<file path="config.mk">
export PLATFORM = sky130hd
export DESIGN_NAME = lrd_link_ctrl
export DESIGN_NICKNAME = d
export VERILOG_FILES = /design/src/hdl/lrd_pkg.sv /design/src/hdl/lrd_mirror_mem.sv /design/src/hdl/lrd_link_ctrl.sv
export VERILOG_INCLUDE_DIRS = /design/src /design/src/hdl
export SDC_FILE = /design/constraint.sdc
export NUM_CORES = 1
export LEC_CHECK = 0
export ABC_AREA = 1
export ABC_CLOCK_PERIOD_IN_PS = 1520
export BUFFER_PORTS_ARGS = -buffer_cell sky130_fd_sc_hd__buf_2
export CAP_MARGIN = 20
export CORE_ASPECT_RATIO = 0.7
export CORE_MARGIN = 5
export CORE_UTILIZATION = 37
export DETAILED_ROUTE_END_ITERATION = 12
export PLACE_DENSITY = 0.52
export SLEW_MARGIN = 10
export SYNTH_ARGS = -nofsm -noshare
export SYNTH_HDL_FRONTEND = slang
export SYNTH_SLANG_ARGS = --single-unit
</file>
<file path="constraint.sdc">
create_clock -name I_REF_CLK -period 1.52 [get_ports I_REF_CLK]
set_input_delay 0.152 -clock I_REF_CLK [delete_from_list [all_inputs] [get_ports I_REF_CLK]]
set_output_delay 0.152 -clock I_REF_CLK [all_outputs]
set_load 0.1 [all_outputs]
</file>
<file path="src/hdl/lrd_consts.svh">
// Constants for the link request controller
`ifndef LRD_CONSTS_SVH
`define LRD_CONSTS_SVH

// Register word addresses
`define LRD_REG_CMD 4'h0
`define LRD_REG_STATUS 4'h1
`define LRD_REG_RESULT 4'h2
`define LRD_REG_MIRROR 4'h3

// Command word field positions
`define LRD_CMD_TYPE_LSB 0
`define LRD_CMD_PRIO_LSB 3
`define LRD_CMD_ADDR_LSB 7
`define LRD_CMD_DATA_LSB 11

// Status word bit positions
`define LRD_ST_PENDING 0
`define LRD_ST_WON 1
`define LRD_ST_LOST 2
`define LRD_ST_REFUSED 3
`define LRD_ST_RDDONE 4
`define LRD_ST_RDPEND 5
`define LRD_ST_QUEUED 6
`define LRD_ST_SENDING 7
`define LRD_ST_FLAGS_LSB 8

// Request type codes
`define LRD_REQ_IMM 3'h0
`define LRD_REQ_ISO 3'h1
`define LRD_REQ_PRI 3'h2
`define LRD_REQ_FAIR 3'h3
`define LRD_REQ_READ 3'h4
`define LRD_REQ_WRITE 3'h5

// Control line codes
`define LRD_CTL_IDLE 2'h0
`define LRD_CTL_STATUS 2'h1
`define LRD_CTL_RECEIVE 2'h2
`define LRD_CTL_TRANSMIT 2'h3

// Frame lengths in bits
`define LRD_LEN_BUS 5'h0B
`define LRD_LEN_READ 5'h09
`define LRD_LEN_WRITE 5'h11

// Status transfer lengths in clocks
`define LRD_STAT_SHORT 4'h2
`define LRD_STAT_FULL 4'h8

// Idle cycles the link drives when giving the bus back
`define LRD_RELEASE_CYC 2'h2

// Timing
`define LRD_ACK_GUARD_NS 160
`define LRD_CLK_MHZ 50

`endif

</file>
<file path="src/hdl/lrd_pkg.sv">
// Types for the link request controller
package lrd_pkg;

    typedef enum logic [1:0] {
        LRD_IDLE = 2'b01,
        LRD_SEND = 2'b10
    } lrd_fsm_t;

    typedef struct packed {
        lrd_fsm_t fsm;
        logic [16:0] shreg;
        logic [4:0] left;
        logic [4:0] sent;
        logic [2:0] kind;
        logic link_request_line;
        logic [1:0] ctl_s1;
        logic [1:0] ctl_s2;
        logic [1:0] ctl_q;
        logic [1:0] dat_s1;
        logic [1:0] dat_s2;
        logic queued;
        logic [16:0] q_frame;
        logic [2:0] q_kind;
        logic bus_pending;
        logic lost_wait;
        logic [16:0] bus_frame;
        logic [2:0] bus_kind;
        logic won;
        logic lost;
        logic refused;
        logic rd_pending;
        logic rd_done;
        logic [15:0] stat_sh;
        logic [3:0] stat_cnt;
        logic [3:0] flags;
        logic [3:0] rd_addr;
        logic [7:0] rd_data;
        logic [3:0] guard;
        logic [1:0] rel_cnt;
        logic ctl_oe;
        logic mem_we;
        logic [3:0] mem_waddr;
        logic [7:0] mem_wdata;
        logic [3:0] mirror_sel;
        logic ws;
        logic [31:0] rdata;
    } lrd_regs_t;

endpackage : lrd_pkg

</file>
<file path="src/hdl/lrd_mirror_mem.sv">
// Shadow copy of the phy registers, registered read port
`timescale 1ns/1ps
`default_nettype none

module lrd_mirror_mem #(
    parameter int AW = 4,
    parameter int DW = 8
) (
    input wire logic i_clk,
    input wire logic i_rst,
    input wire logic i_we,
    input wire logic [AW-1:0] i_waddr,
    input wire logic [DW-1:0] i_wdata,
    input wire logic [AW-1:0] i_raddr,
    output logic [DW-1:0] o_rdata
);

    typedef struct packed {
        logic [(1<<AW)-1:0][DW-1:0] mem;
        logic [DW-1:0] rdata;
    } lrd_mem_t;

    lrd_mem_t st;
    lrd_mem_t next_st;

    always_comb begin
        next_st = st;
        if (i_we) begin
            next_st.mem[i_waddr] = i_wdata;
        end
        next_st.rdata = st.mem[i_raddr];
    end

    always_ff @(posedge i_clk) begin
        if (i_rst) begin
            st <= '0;
        end else begin
            st <= next_st;
        end
    end

    assign o_rdata = st.rdata;

endmodule : lrd_mirror_mem

`default_nettype wire

</file>
<file path="src/hdl/lrd_link_ctrl.sv">
// Link-side request line controller with Avalon-MM register port
`timescale 1ns/1ps
`default_nettype none
`include "lrd_consts.svh"

module lrd_link_ctrl (
    input wire logic I_REF_CLK,
    input wire logic I_RST,
    input wire logic [3:0] I_AVS_ADDRESS,
    input wire logic I_AVS_READ,
    input wire logic I_AVS_WRITE,
    input wire logic [31:0] I_AVS_WRITEDATA,
    output logic [31:0] O_AVS_READDATA,
    output logic O_AVS_WAITREQUEST,
    output logic O_LINK_REQUEST_LINE,
    input wire logic I_INTERFACE_CONTROL_BIT_A,
    input wire logic I_INTERFACE_CONTROL_BIT_B,
    output logic O_INTERFACE_CONTROL_BIT_A,
    output logic O_INTERFACE_CONTROL_BIT_B,
    output logic O_INTERFACE_CONTROL_OE,
    input wire logic [1:0] I_DATA,
    output logic [1:0] O_DATA,
    output logic O_DATA_OE
);

    localparam int GUARD_CYC = (`LRD_ACK_GUARD_NS * `LRD_CLK_MHZ + 999) / 1000;

    lrd_pkg::lrd_regs_t st;
    lrd_pkg::lrd_regs_t next_st;
    logic [7:0] mirror_rdata;

    function automatic logic is_bus_kind(input logic [2:0] k);
        return (k == `LRD_REQ_IMM) || (k == `LRD_REQ_ISO) || (k == `LRD_REQ_PRI) || (k == `LRD_REQ_FAIR);
    endfunction : is_bus_kind

    function automatic logic needs_guard(input logic [2:0] k);
        return (k == `LRD_REQ_ISO) || (k == `LRD_REQ_PRI) || (k == `LRD_REQ_FAIR);
    endfunction : needs_guard

    function automatic logic [16:0] build_frame(input logic [2:0] k, input logic [3:0] prio,
                                                input logic [3:0] addr, input logic [7:0] data);
        logic [16:0] f;
        f = 17'h00000;
        if (k == `LRD_REQ_READ) begin
            f = {1'b1, k, addr, 1'b0, 8'h00};
        end else if (k == `LRD_REQ_WRITE) begin
            f = {1'b1, k, addr, data, 1'b0};
        end else begin
            f = {1'b1, k, 2'b00, prio, 1'b0, 6'h00};
        end
        return f;
    endfunction : build_frame

    function automatic logic [4:0] frame_len(input logic [2:0] k);
        logic [4:0] n;
        n = `LRD_LEN_BUS;
        if (k == `LRD_REQ_READ) begin
            n = `LRD_LEN_READ;
        end else if (k == `LRD_REQ_WRITE) begin
            n = `LRD_LEN_WRITE;
        end
        return n;
    endfunction : frame_len

    lrd_mirror_mem #(
        .AW(4),
        .DW(8)
    ) u_mirror (
        .i_clk(I_REF_CLK),
        .i_rst(I_RST),
        .i_we(st.mem_we),
        .i_waddr(st.mem_waddr),
        .i_wdata(st.mem_wdata),
        .i_raddr(st.mirror_sel),
        .o_rdata(mirror_rdata)
    );

    always_comb begin
        logic idle2;
        logic bus_wr;
        logic [2:0] wkind;
        logic clr_won;
        logic clr_lost;
        logic clr_ref;
        logic clr_rd;
        logic set_ref;
        logic launch_ok;
        idle2 = 1'b0;
        bus_wr = 1'b0;
        wkind = 3'h0;
        clr_won = 1'b0;
        clr_lost = 1'b0;
        clr_ref = 1'b0;
        clr_rd = 1'b0;
        set_ref = 1'b0;
        launch_ok = 1'b0;
        next_st = st;
        next_st.mem_we = 1'b0;

        // Two flops on every pin input before use
        next_st.ctl_s1 = {I_INTERFACE_CONTROL_BIT_A, I_INTERFACE_CONTROL_BIT_B};
        next_st.ctl_s2 = st.ctl_s1;
        next_st.ctl_q = st.ctl_s2;
        next_st.dat_s1 = I_DATA;
        next_st.dat_s2 = st.dat_s1;
        idle2 = (st.ctl_s2 == `LRD_CTL_IDLE) && (st.ctl_q == `LRD_CTL_IDLE);

        // Ack guard window after each received packet
        if (st.ctl_q == `LRD_CTL_RECEIVE && st.ctl_s2 == `LRD_CTL_IDLE) begin
            next_st.guard = 4'(GUARD_CYC);
        end else if (st.guard != 4'h0) begin
            next_st.guard = st.guard - 4'h1;
        end

        // Avalon slave: one wait cycle, then answer
        if (st.ws && (I_AVS_READ || I_AVS_WRITE)) begin
            next_st.ws = 1'b0;
            next_st.rdata = 32'h00000000;
            if (I_AVS_ADDRESS == `LRD_REG_CMD) begin
                next_st.rdata = {28'h0000000, st.queued, st.q_kind};
            end else if (I_AVS_ADDRESS == `LRD_REG_STATUS) begin
                next_st.rdata[`LRD_ST_PENDING] = st.bus_pending | st.lost_wait;
                next_st.rdata[`LRD_ST_WON] = st.won;
                next_st.rdata[`LRD_ST_LOST] = st.lost;
                next_st.rdata[`LRD_ST_REFUSED] = st.refused;
                next_st.rdata[`LRD_ST_RDDONE] = st.rd_done;
                next_st.rdata[`LRD_ST_RDPEND] = st.rd_pending;
                next_st.rdata[`LRD_ST_QUEUED] = st.queued;
                next_st.rdata[`LRD_ST_SENDING] = (st.fsm == lrd_pkg::LRD_SEND);
                next_st.rdata[`LRD_ST_FLAGS_LSB +: 4] = st.flags;
            end else if (I_AVS_ADDRESS == `LRD_REG_RESULT) begin
                next_st.rdata = {20'h00000, st.rd_addr, st.rd_data};
            end else if (I_AVS_ADDRESS == `LRD_REG_MIRROR) begin
                next_st.rdata = {20'h00000, st.mirror_sel, mirror_rdata};
            end
        end else begin
            next_st.ws = 1'b1;
        end

        // Register writes take effect on the cycle waitrequest is low
        if (!st.ws && I_AVS_WRITE) begin
            if (I_AVS_ADDRESS == `LRD_REG_CMD) begin
                wkind = I_AVS_WRITEDATA[`LRD_CMD_TYPE_LSB +: 3];
                bus_wr = is_bus_kind(wkind);
                if (st.queued || (wkind > `LRD_REQ_WRITE)) begin
                    set_ref = 1'b1;
                end else if (bus_wr && (st.bus_pending || st.lost_wait)) begin
                    set_ref = 1'b1;
                end else begin
                    next_st.queued = 1'b1;
                    next_st.q_kind = wkind;
                    next_st.q_frame = build_frame(wkind, I_AVS_WRITEDATA[`LRD_CMD_PRIO_LSB +: 4],
                                                  I_AVS_WRITEDATA[`LRD_CMD_ADDR_LSB +: 4],
                                                  I_AVS_WRITEDATA[`LRD_CMD_DATA_LSB +: 8]);
                end
            end else if (I_AVS_ADDRESS == `LRD_REG_STATUS) begin
                clr_won = I_AVS_WRITEDATA[`LRD_ST_WON];
                clr_lost = I_AVS_WRITEDATA[`LRD_ST_LOST];
                clr_ref = I_AVS_WRITEDATA[`LRD_ST_REFUSED];
                clr_rd = I_AVS_WRITEDATA[`LRD_ST_RDDONE];
            end else if (I_AVS_ADDRESS == `LRD_REG_MIRROR) begin
                next_st.mirror_sel = I_AVS_WRITEDATA[3:0];
            end
        end
        // Clears first so a same-cycle event still sets the flag
        if (clr_won) begin
            next_st.won = 1'b0;
        end
        if (clr_lost) begin
            next_st.lost = 1'b0;
        end
        if (clr_ref) begin
            next_st.refused = 1'b0;
        end
        if (clr_rd) begin
            next_st.rd_done = 1'b0;
        end
        if (set_ref) begin
            next_st.refused = 1'b1;
        end

        // Won: phy shows transmit while our bus request stands
        if (st.bus_pending && st.ctl_s2 == `LRD_CTL_TRANSMIT) begin
            next_st.bus_pending = 1'b0;
            next_st.won = 1'b1;
            next_st.rel_cnt = `LRD_RELEASE_CYC;
        end else if (st.bus_pending && st.bus_kind != `LRD_REQ_IMM && st.ctl_s2 == `LRD_CTL_RECEIVE) begin
            next_st.bus_pending = 1'b0;
            next_st.lost = 1'b1;
            next_st.lost_wait = 1'b1;
        end else if (st.bus_pending && st.bus_kind == `LRD_REQ_IMM && st.guard == 4'h1) begin
            // Ack grant never came in the window: drop it, no retry
            next_st.bus_pending = 1'b0;
            next_st.lost = 1'b1;
        end

        // No packet source here, so every grant is handed straight back
        if (st.rel_cnt != 2'h0) begin
            next_st.rel_cnt = st.rel_cnt - 2'h1;
            next_st.ctl_oe = 1'b1;
        end else begin
            next_st.ctl_oe = 1'b0;
        end

        // Status transfers from the phy
        if (st.ctl_s2 == `LRD_CTL_STATUS) begin
            next_st.stat_sh = {st.stat_sh[13:0], st.dat_s2[0], st.dat_s2[1]};
            if (st.stat_cnt != `LRD_STAT_FULL) begin
                next_st.stat_cnt = st.stat_cnt + 4'h1;
            end
        end else if (st.ctl_q == `LRD_CTL_STATUS) begin
            next_st.stat_cnt = 4'h0;
            // Broken off by a packet: phy resends, keep waiting
            if (st.ctl_s2 == `LRD_CTL_IDLE) begin
                if (st.stat_cnt == `LRD_STAT_FULL) begin
                    next_st.flags = st.stat_sh[15:12];
                    if (st.rd_pending) begin
                        next_st.rd_pending = 1'b0;
                        next_st.rd_done = 1'b1;
                        next_st.rd_addr = st.stat_sh[11:8];
                        next_st.rd_data = st.stat_sh[7:0];
                        next_st.mem_we = 1'b1;
                        next_st.mem_waddr = st.stat_sh[11:8];
                        next_st.mem_wdata = st.stat_sh[7:0];
                    end
                end else if (st.stat_cnt == `LRD_STAT_SHORT) begin
                    next_st.flags = st.stat_sh[3:0];
                end
            end
        end

        // Frame sender
        case (st.fsm)
            lrd_pkg::LRD_IDLE: begin
                next_st.link_request_line = 1'b0;
                if (st.lost_wait && idle2 && st.guard == 4'h0) begin
                    next_st.fsm = lrd_pkg::LRD_SEND;
                    next_st.lost_wait = 1'b0;
                    next_st.bus_pending = 1'b1;
                    next_st.kind = st.bus_kind;
                    next_st.link_request_line = st.bus_frame[16];
                    next_st.shreg = {st.bus_frame[15:0], 1'b0};
                    next_st.left = frame_len(st.bus_kind) - 5'h01;
                    next_st.sent = 5'h01;
                end else if (st.queued && !st.lost_wait) begin
                    if (st.q_kind == `LRD_REQ_PRI || st.q_kind == `LRD_REQ_FAIR) begin
                        launch_ok = idle2 && st.guard == 4'h0;
                    end else if (st.q_kind == `LRD_REQ_ISO) begin
                        launch_ok = st.guard == 4'h0;
                    end else begin
                        launch_ok = 1'b1;
                    end
                    if (launch_ok) begin
                        next_st.fsm = lrd_pkg::LRD_SEND;
                        next_st.queued = 1'b0;
                        next_st.kind = st.q_kind;
                        next_st.link_request_line = st.q_frame[16];
                        next_st.shreg = {st.q_frame[15:0], 1'b0};
                        next_st.left = frame_len(st.q_kind) - 5'h01;
                        next_st.sent = 5'h01;
                        if (is_bus_kind(st.q_kind)) begin
                            next_st.bus_pending = 1'b1;
                            next_st.bus_frame = st.q_frame;
                            next_st.bus_kind = st.q_kind;
                        end
                    end
                end
            end
            lrd_pkg::LRD_SEND: begin
                if (st.left != 5'h00) begin
                    next_st.link_request_line = st.shreg[16];
                    next_st.shreg = {st.shreg[15:0], 1'b0};
                    next_st.left = st.left - 5'h01;
                    next_st.sent = st.sent + 5'h01;
                end else begin
                    next_st.fsm = lrd_pkg::LRD_IDLE;
                    next_st.link_request_line = 1'b0;
                    if (st.kind == `LRD_REQ_READ) begin
                        next_st.rd_pending = 1'b1;
                    end else if (st.kind == `LRD_REQ_WRITE) begin
                        // Phy stores on frame end, mirror follows
                        next_st.mem_we = 1'b1;
                        next_st.mem_waddr = st.q_frame[12:9];
                        next_st.mem_wdata = st.q_frame[8:1];
                    end
                end
            end
            default: begin
                next_st.fsm = lrd_pkg::LRD_IDLE;
                next_st.link_request_line = 1'b0;
            end
        endcase
    end

    always_ff @(posedge I_REF_CLK) begin
        if (I_RST) begin
            st <= '0;
            st.fsm <= lrd_pkg::LRD_IDLE;
            st.ws <= 1'b1;
        end else begin
            st <= next_st;
        end
    end

    assign O_AVS_READDATA = st.rdata;
    assign O_AVS_WAITREQUEST = st.ws;
    assign O_LINK_REQUEST_LINE = st.link_request_line;
    assign O_INTERFACE_CONTROL_BIT_A = 1'b0;
    assign O_INTERFACE_CONTROL_BIT_B = 1'b0;
    assign O_INTERFACE_CONTROL_OE = st.ctl_oe;
    assign O_DATA = 2'h0;
    assign O_DATA_OE = st.ctl_oe;

    a_line_rests_low: assert property (
        @(posedge I_REF_CLK) disable iff (I_RST)
        st.fsm != lrd_pkg::LRD_SEND |-> !st.link_request_line)
        else $error("request line high outside a frame");

    a_frame_start_one: assert property (
        @(posedge I_REF_CLK) disable iff (I_RST)
        $rose(st.fsm == lrd_pkg::LRD_SEND) |-> st.link_request_line)
        else $error("frame did not open with a one");

    a_frame_stop_zero: assert property (
        @(posedge I_REF_CLK) disable iff (I_RST)
        $fell(st.fsm == lrd_pkg::LRD_SEND) |-> !$past(st.link_request_line))
        else $error("frame did not close with a zero");

    a_write_len_17: assert property (
        @(posedge I_REF_CLK) disable iff (I_RST)
        $fell(st.fsm == lrd_pkg::LRD_SEND) && st.kind == `LRD_REQ_WRITE |-> st.sent == 5'h11)
        else $error("write frame length is not 17");

    a_read_len_9: assert property (
        @(posedge I_REF_CLK) disable iff (I_RST)
        $fell(st.fsm == lrd_pkg::LRD_SEND) && st.kind == `LRD_REQ_READ |-> st.sent == 5'h09)
        else $error("read frame length is not 9");

    a_write_type_bits: assert property (
        @(posedge I_REF_CLK) disable iff (I_RST)
        $rose(st.fsm == lrd_pkg::LRD_SEND) && st.kind == `LRD_REQ_WRITE
            |=> st.link_request_line ##1 !st.link_request_line ##1 st.link_request_line)
        else $error("write frame type is not 101");

    a_fair_after_idle: assert property (
        @(posedge I_REF_CLK) disable iff (I_RST)
        $rose(st.fsm == lrd_pkg::LRD_SEND) && (st.kind == `LRD_REQ_PRI || st.kind == `LRD_REQ_FAIR)
            |-> $past(st.ctl_s2) == `LRD_CTL_IDLE && $past(st.ctl_q) == `LRD_CTL_IDLE)
        else $error("fair or priority request sent without idle clock");

    a_one_bus_request: assert property (
        @(posedge I_REF_CLK) disable iff (I_RST)
        $rose(st.fsm == lrd_pkg::LRD_SEND) && is_bus_kind(st.kind) |-> !$past(st.bus_pending))
        else $error("second bus request while one is pending");

    a_ack_guard_wait: assert property (
        @(posedge I_REF_CLK) disable iff (I_RST)
        $rose(st.fsm == lrd_pkg::LRD_SEND) && needs_guard(st.kind) |-> $past(st.guard) == 4'h0)
        else $error("request sent inside the acknowledge window");

    a_grant_released: assert property (
        @(posedge I_REF_CLK) disable iff (I_RST)
        st.bus_pending && st.ctl_s2 == `LRD_CTL_TRANSMIT
            |=> ##1 O_INTERFACE_CONTROL_OE ##1 O_INTERFACE_CONTROL_OE ##1 !O_INTERFACE_CONTROL_OE)
        else $error("grant not handed back with two idle cycles");

    a_lost_reissue: assert property (
        @(posedge I_REF_CLK) disable iff (I_RST)
        st.bus_pending && st.bus_kind != `LRD_REQ_IMM && st.ctl_s2 == `LRD_CTL_RECEIVE
            && st.ctl_s2 != `LRD_CTL_TRANSMIT |=> st.lost_wait && st.lost)
        else $error("receive during request not taken as lost");

endmodule : lrd_link_ctrl

`default_nettype wire

</file>
==> out/qor.csv, run 1 <==
stage,metric,value,unit
yosys,synth_enable_flop_cells,0,
worst_hold_path,min_path_cells,4,
timing,drv_slew,0,
cells_and_area,syn_to_final_growth,31.9,%
place,io_buffers,46,
setup_path,cp.required,1.98,ns
detailed_routing,wl_per_cell,17.2,um
setup_path,reg2reg_to,st[111],
cells_and_area,n_antenna_cell,0,
timing,timing_hold_violations_final,0,
global_route,antenna_found_initial,0,
setup_path,arrival,2.09,ns
detailed_routing,first_pass_iters,5,
cells_and_area,fin_area,16800,sq um
cells_and_area,final_common_cell,nor2_1,
timing,setup_ws,-0.117,ns
yosys,synthDistinctLibCells,41,
worst_hold_path,hold_path.startpoint,I_AVS_WRITEDATA[4],
floorplan,rows,56,
pwr,seqPwrFrac,44.8,%
timing,final.period_utilization,108,%
yosys,ys_ff_latch,285,
pwr,intPower,0.0126,W
setup_path,reg2reg_from,st[54],
floorplan,fp.coreArea,33800,sq um
cells_and_area,final_cell_mix,"nor2_1, dfxtp_1, o21ai_0",
floorplan,fp.dieArea,38400,sq um
place,dpl.hpwl,28.4,mm
pwr,total_power,0.0172,W
global_route,grt.total_usage,21.0,%
pwr,power_density,1020,nW/um^2
detailed_routing,routed_wl,42.5,mm
yosys,yosysTopAreaCell,dfxtp_1,
floorplan,start_util,37.8,%
floorplan,die_w,232,um
yosys,synth.avg_cell_area,7.08,sq um
floorplan,die_h,165,um
setup_path,cp_max_fo,19,
timing,fmax,611,MHz
place,gp_congestion,0.897,
cells_and_area,drive_gt1_share,24.0,%
pwr,power_frac_comb,11.4,%
global_route,grt_pass1_vias,11300,
global_route,grt.overflow.total,0,
pwr,p_sw,0.00456,W
clock_network,clk_latency,0.57,ns
clock_network,cts_tree,done,
global_route,grt_pass1_wl,64.4,mm
cells_and_area,fillers,3359,
clock_network,clk_pin_slew,0.07,ns
worst_hold_path,min_path_type,input pin to flop,
cells_and_area,fin_nets,2034,
flow_run,maxCapViolCount,0,
status,outcome,"complete, but fails checks",
setup_path,critical_path_class,flop to flop,
setup_path,worstRegToRegCells,11,
yosys,yosysWarningCount,0,
yosys,synth.top_cell.area_share,44.7,%
pwr,ir_drop,0.843,mV
timing,fin_skew,0.0242,ns
pwr,p_sw_share,26.5,%
pwr,pwr-share-clk,43.8,%
global_route,grt_max_degree,74,
clock_network,numCtsBuffers,30,
yosys,synthTopCellsByArea,"dfxtp_1, nor2_1, o21ai_0",
detailed_routing,first_iter_violations,1239,
yosys,netlist_instances,1803,
yosys,synthArstFlopShare,0,%
place,place_area,14400,sq um
detailed_routing,drc,0,
detailed_routing,viasPerCell,5.06,
detailed_routing,antenna_left,0,
worst_hold_path,min_to,st[93],
clock_network,h-tree-depth,1,
setup_path,endpoint_kind,flop,
status,violations,negative setup slack,
floorplan,ios,84,
clock_network,root_buffer,clkbuf_16,
detailed_routing,vias,12500,
clock_network,clock-sinks,285,
timing,rsz0062_at_grt,true,
pwr,total_leakage_power,7.42,nW
yosys,netlist_area,12800,sq um
yosys,synthFlopType,dfxtp_1,
yosys,yosysSeqAreaShare,44.7,%
timing,finalSetupViolCount,55,
timing,finalCriticalPeriod,1.64,ns
clock_network,cts_max_path_buffers,3,
setup_path,rrSetupSlack,-0.12,ns
setup_path,start_kind,flop,
-- registers in the layout, summed over array words and instances, names as in the netlist --
name                 cells
u_mirror.st            128
O_LINK_REQUEST_LINE      1
st                     128
u_mirror.o_rdata         8
O_AVS_WAITREQUEST        1
O_DATA_OE                1
O_AVS_READDATA          12
next_st                  6
-- worst max-delay path, cell delays in order, from the launching register on --
cell	delay (ns)
dfxtp_2	0.32
inv_2	0.07
ha_4	0.16
nand2_8	0.08
nor2_4	0.13
nor2_2	0.07
nor2_4	0.11
nand3_2	0.10
buf_12	0.18
buf_4	0.14
o21ai_2	0.11
nor2_1	0.05
-- synth_stat cells, drive strengths merged, types with 3 or more instances --
| library cell | number |
|---|---|
| o22ai | 8 |
| nand4 | 6 |
| o221ai | 15 |
| clkbuf | 66 |
| ha | 11 |
| o211ai | 33 |
| nand3 | 46 |
| a211oi | 12 |
| nor2 | 460 |
| nor3 | 7 |
| o21ai | 280 |
| o31ai | 3 |
| inv | 145 |
| nand2 | 217 |
| dfxtp | 285 |
| or2 | 4 |
| a31oi | 7 |
| o21a | 3 |
| a21oi | 117 |
| buf | 68 |
-- routing by layer --
metal	global-route usage, %	up-vias	routed length [um]
met1	34.8	5861	22200
met2	27.8	393	16500
met3	3.79	44	3230
met5	0	-	0
met4	3.76	0	654
li1	-	6187	-
-- logic make-up after synthesis --
family / share of synthesized area (%)
and+or+nand+nor: 23.4
AOI/OAI and AO/OA: 20.7
DFF: 44.7
buffers and inverters: 9.88
adders and majority gates: 1.08
xor gates and xnor gates: 0.137
other: 0.0294
-- layout make-up --
cell class | instances | area, sq um | share of cell area (%)
clock buffers | 39 | 836 | 4.97
clock inverters | 16 | 160 | 0.951
inverters | 147 | 584 | 3.47
multi-input cells | 1261 | 6570 | 39.0
flip-flops and latches | 285 | 5730 | 34.0
well taps | 464 | 581 | 3.45
repair buffers | 254 | 2370 | 14.1
-- how the worst max path moves through the flow --
stage / slack [ns] / depth (start not counted) / end / from
finish: -0.12 / 11 / st[111] / st[54]
global route: -0.20 / 10 / st[47] / st[145]
CTS: -0.10 / 11 / st[111] / st[54]
detailed placement: -0.29 / 10 / st[161] / st[54]
global placement: -0.30 / 10 / st[161] / st[54]
floorplan: 0.003 / 7 / st[176] / st[182]
-- power by group through the flow --
stage / combinational [W] / clock [W] / sequential (W)
after floorplan: 0.00121 / 0 / 0.00793
after global placement: 0.00175 / 0 / 0.00786
after detailed placement: 0.00177 / 0 / 0.00786
after CTS: 0.00185 / 0.00769 / 0.00770
after global routing: 0.00212 / 0.00801 / 0.00771
final: 0.00196 / 0.00754 / 0.00770
-- metrics by stage --
step                      TNS, ns  instances  setup slack, ns  util, %  hold slack [ns]
final                       -3.33       2466           -0.117     49.8           0.0267
after detailed placement    -5.87       2365           -0.290     42.6            0.365
after global placement      -3.91       2365           -0.296     42.6            0.358
after global routing        -8.27       2466           -0.200     49.8           0.0301
after CTS                   -2.58       2446           -0.103     46.8           0.0212
after floorplan                 0       1826          0.00279        -            0.259
-- what timing repair did --
| action | in CTS | in global routing |
|---|---|---|
| hold buffers | 19 | 0 |
| pin swaps | 3 | 56 |
| hold endpoints to repair | 18 | 0 |
| setup endpoints to repair | 78 | 142 |
| resized for setup | 60 | 236 |
| setup buffers | 5 | 12 |
| cloned | 2 | 10 |
Note: power is estimated with default switching activity, not from simulation.
==> run 2: changes to the inputs <==
--- a/config.mk
+++ b/config.mk
@@ -6,7 +6,7 @@
 export SDC_FILE = /design/constraint.sdc
 export NUM_CORES = 1
 export LEC_CHECK = 0
-export ABC_AREA = 1
+export ABC_AREA = 0
 export ABC_CLOCK_PERIOD_IN_PS = 1520
 export BUFFER_PORTS_ARGS = -buffer_cell sky130_fd_sc_hd__buf_2
 export CAP_MARGIN = 20
@@ -14,7 +14,7 @@
 export CORE_MARGIN = 5
 export CORE_UTILIZATION = 37
 export DETAILED_ROUTE_END_ITERATION = 12
-export PLACE_DENSITY = 0.52
+export PLACE_DENSITY_LB_ADDON = 0.1
 export SLEW_MARGIN = 10
 export SYNTH_ARGS = -nofsm -noshare
 export SYNTH_HDL_FRONTEND = slang
==> out/qor.csv, run 2 <==
stage,metric,value,unit
yosys,synthTopCellsByArea,"dfxtp_1, mux2i_1, mux4_2",
setup_path,worstPathCellList,"inv_2, ha_4, or3b_4, a211oi_4, o22ai_4, buf_6, a211o_1, a311oi_1",
clock_network,clock-sinks,285,
setup_path,cp_max_fo,7,
global_route,antenna_found_initial,0,
clock_network,cts_max_path_buffers,3,
cells_and_area,final_common_cell,dfxtp_1,
global_route,grt.total_usage,19.1,%
floorplan,fp.dieArea,38100,sq um
setup_path,slowest_stage,or3b_4,
worst_hold_path,min_path_type,input pin to flop,
place,io_buffers,46,
setup_path,slowest_delay,0.45,ns
clock_network,h-tree-depth,1,
floorplan,die_w,231,um
floorplan,fp.coreArea,33600,sq um
cells_and_area,fin_nets,1557,
timing,timing_hold_violations_final,0,
cells_and_area,final_cell_mix,"dfxtp_1, nor2_1, mux2i_1",
clock_network,root_buffer,clkbuf_16,
global_route,grt.overflow.total,0,
setup_path,critical_path_class,flop to flop,
setup_path,arrival,2.68,ns
place,gp_congestion,0.849,
timing,drv_slew,0,
setup_path,cp.required,1.97,ns
timing,fin_skew,0.0176,ns
flow_run,maxCapViolCount,0,
yosys,synthFlopType,dfxtp_1,
status,outcome,"complete, but fails checks",
place,dpl.hpwl,25.2,mm
global_route,grt_pass1_wl,56.7,mm
floorplan,die_h,165,um
timing,slew_headroom,65.2,%
floorplan,rows,56,
yosys,netlist_area,12700,sq um
timing,setup_tns,-48.91,ns
yosys,yosysMostFrequentCell,dfxtp_1,
clock_network,clk_pin_slew,0.07,ns
clock_network,numCtsBuffers,29,
yosys,yosysTopAreaCell,dfxtp_1,
cells_and_area,fillers,3027,
timing,finalSetupViolCount,108,
yosys,yosysSeqAreaShare,45.0,%
cells_and_area,syn_to_final_growth,34.7,%
clock_network,cts_tree,done,
detailed_routing,wl_per_cell,19.5,um
setup_path,start_kind,flop,
yosys,synthArstFlopShare,0,%
timing,timing.hold.ws,0.0489,ns
global_route,grt_max_degree,57,
yosys,ys_top_cells_by_count,"dfxtp_1, nor2_1, mux2i_1",
cells_and_area,multiInputGateArea,7190,sq um
cells_and_area,n_antenna_cell,0,
yosys,ys_ff_latch,285,
timing,finalCriticalPeriod,2.22,ns
timing,rsz0062_at_grt,true,
timing,setup_ws,-0.701,ns
detailed_routing,vias,10100,
pwr,total_leakage_power,6.57,nW
timing,final.period_utilization,146,%
floorplan,ios,84,
detailed_routing,drc,0,
detailed_routing,first_iter_violations,758,
global_route,grt_pass1_vias,9404,
timing,fmax,450,MHz
clock_network,clk_latency,0.56,ns
detailed_routing,routed_wl,38.2,mm
detailed_routing,viasPerCell,5.15,
yosys,synth_enable_flop_cells,0,
cells_and_area,ff_latch_area,5720,sq um
detailed_routing,first_pass_iters,4,
timing,tightest_slew,0.522,ns
yosys,synth.avg_cell_area,9.62,sq um
yosys,synth.top_cell.area_share,45.0,%
status,violations,negative setup slack,
setup_path,endpoint_kind,flop,
yosys,yosysWarningCount,0,
floorplan,start_util,37.7,%
yosys,synthDistinctLibCells,67,
pwr,ir_drop,0.788,mV
cells_and_area,drive_gt1_share,34.8,%
pwr,power_density,975,nW/um^2
detailed_routing,antenna_left,0,
yosys,netlist_instances,1318,
## run 2: cell count changes after synthesis, sizes merged, moves of 13 or more
| cell | before | now |
|---|---|---|
| a21oi | 117 | 70 |
| a22oi | 0 | 13 |
| inv | 145 | 14 |
| nand3 | 46 | 22 |
| o211ai | 33 | 2 |
| nor2b | 0 | 30 |
| nand2b | 0 | 19 |
| nand2 | 217 | 143 |
| mux4 | 0 | 44 |
| a311oi | 0 | 30 |
| mux2i | 0 | 154 |
| nor2 | 460 | 236 |
| o221ai | 15 | 0 |
| o21ai | 280 | 5 |
## run 2: logic make-up (layout without fill, tap and decap cells)
| group | after synthesis | count (layout) | share of synthesized area (%) |
|---|---|---|---|
| AND/OR/NAND/NOR | 500 | 504 | 17.3 |
| flip-flops | 285 | 285 | 45.0 |
| multiplexers | 208 | 208 | 20.9 |
| AO/OA/AOI/OAI | 156 | 156 | 9.21 |
| buffers and inverters | 153 | 330 | 6.21 |
| adder cells (fa/ha/maj) | 11 | 11 | 1.09 |
| XOR/XNOR | 4 | 4 | 0.276 |
| other | 1 | 24 | 0.0296 |
## run 2: metrics by stage
stage / total power [W] / cell area, sq um / worst slack (ns) / std cells / util (%)
after floorplan: 0.00888 / 13000 / -0.592 / 1341 / -
final: 0.0167 / 17100 / -0.701 / 1957 / 50.8
after detailed placement: 0.00934 / 14300 / -0.743 / 1835 / 42.6
after CTS: 0.0167 / 16400 / -0.650 / 1940 / 48.7
after global placement: 0.00934 / 14300 / -0.703 / 1835 / 42.6
after global routing: 0.0173 / 17100 / -0.779 / 1957 / 50.8
## run 2: metal layers
metal  wire length (um)  track usage [%]  vias to the layer above
met5                  0                0                        -
met4                500             2.86                        0
met3               2230             3.39                       36
met2              15000             25.7                      219
met1              20500             31.6                     4949
li1                   -                -                     4879
## run 2: worst paths after layout
check	end	start	depth (start not counted)	slack, ns
setup reg to reg	st[178]	st[54]	8	-0.70
hold reg to reg	st[77]	st[142]	2	0.43
setup / recovery	st[178]	st[54]	8	-0.70
hold / removal	st[138]	I_AVS_WRITEDATA[2]	4	0.05
## run 2: area by class of cell
type | count | share of cell area, %
clock buffer | 43 | 5.26
clock inverter | 8 | 0.396
inverter | 14 | 0.308
multi-input combinational | 907 | 42.1
sequential | 285 | 33.5
tap | 435 | 3.19
timing repair buffer | 265 | 15.2
## run 2: timing repair
action / 4_1_cts / 5_1_grt
setup buffers: 26 / 18
gates cloned: 7 / 8
endpoints found under the hold margin: 25 / 0
hold buffers: 23 / 0
resized for setup: 127 / 123
endpoints found under the setup margin: 114 / 142
pin swaps: 43 / 49
## run 2: worst max-delay path, delay by kind of cell, from the launching register on
family,cells,cell delay (ns)
compound gates,4,0.97
simple gates,1,0.45
flops,1,0.32
buf+inv,2,0.24
fa+ha+maj,1,0.13
## run 2: where the power goes
group          internal (W)  switching (W)
registers           0.00755      0.0000480
clock network       0.00422        0.00299
logic              0.000695        0.00115
total                0.0125        0.00419
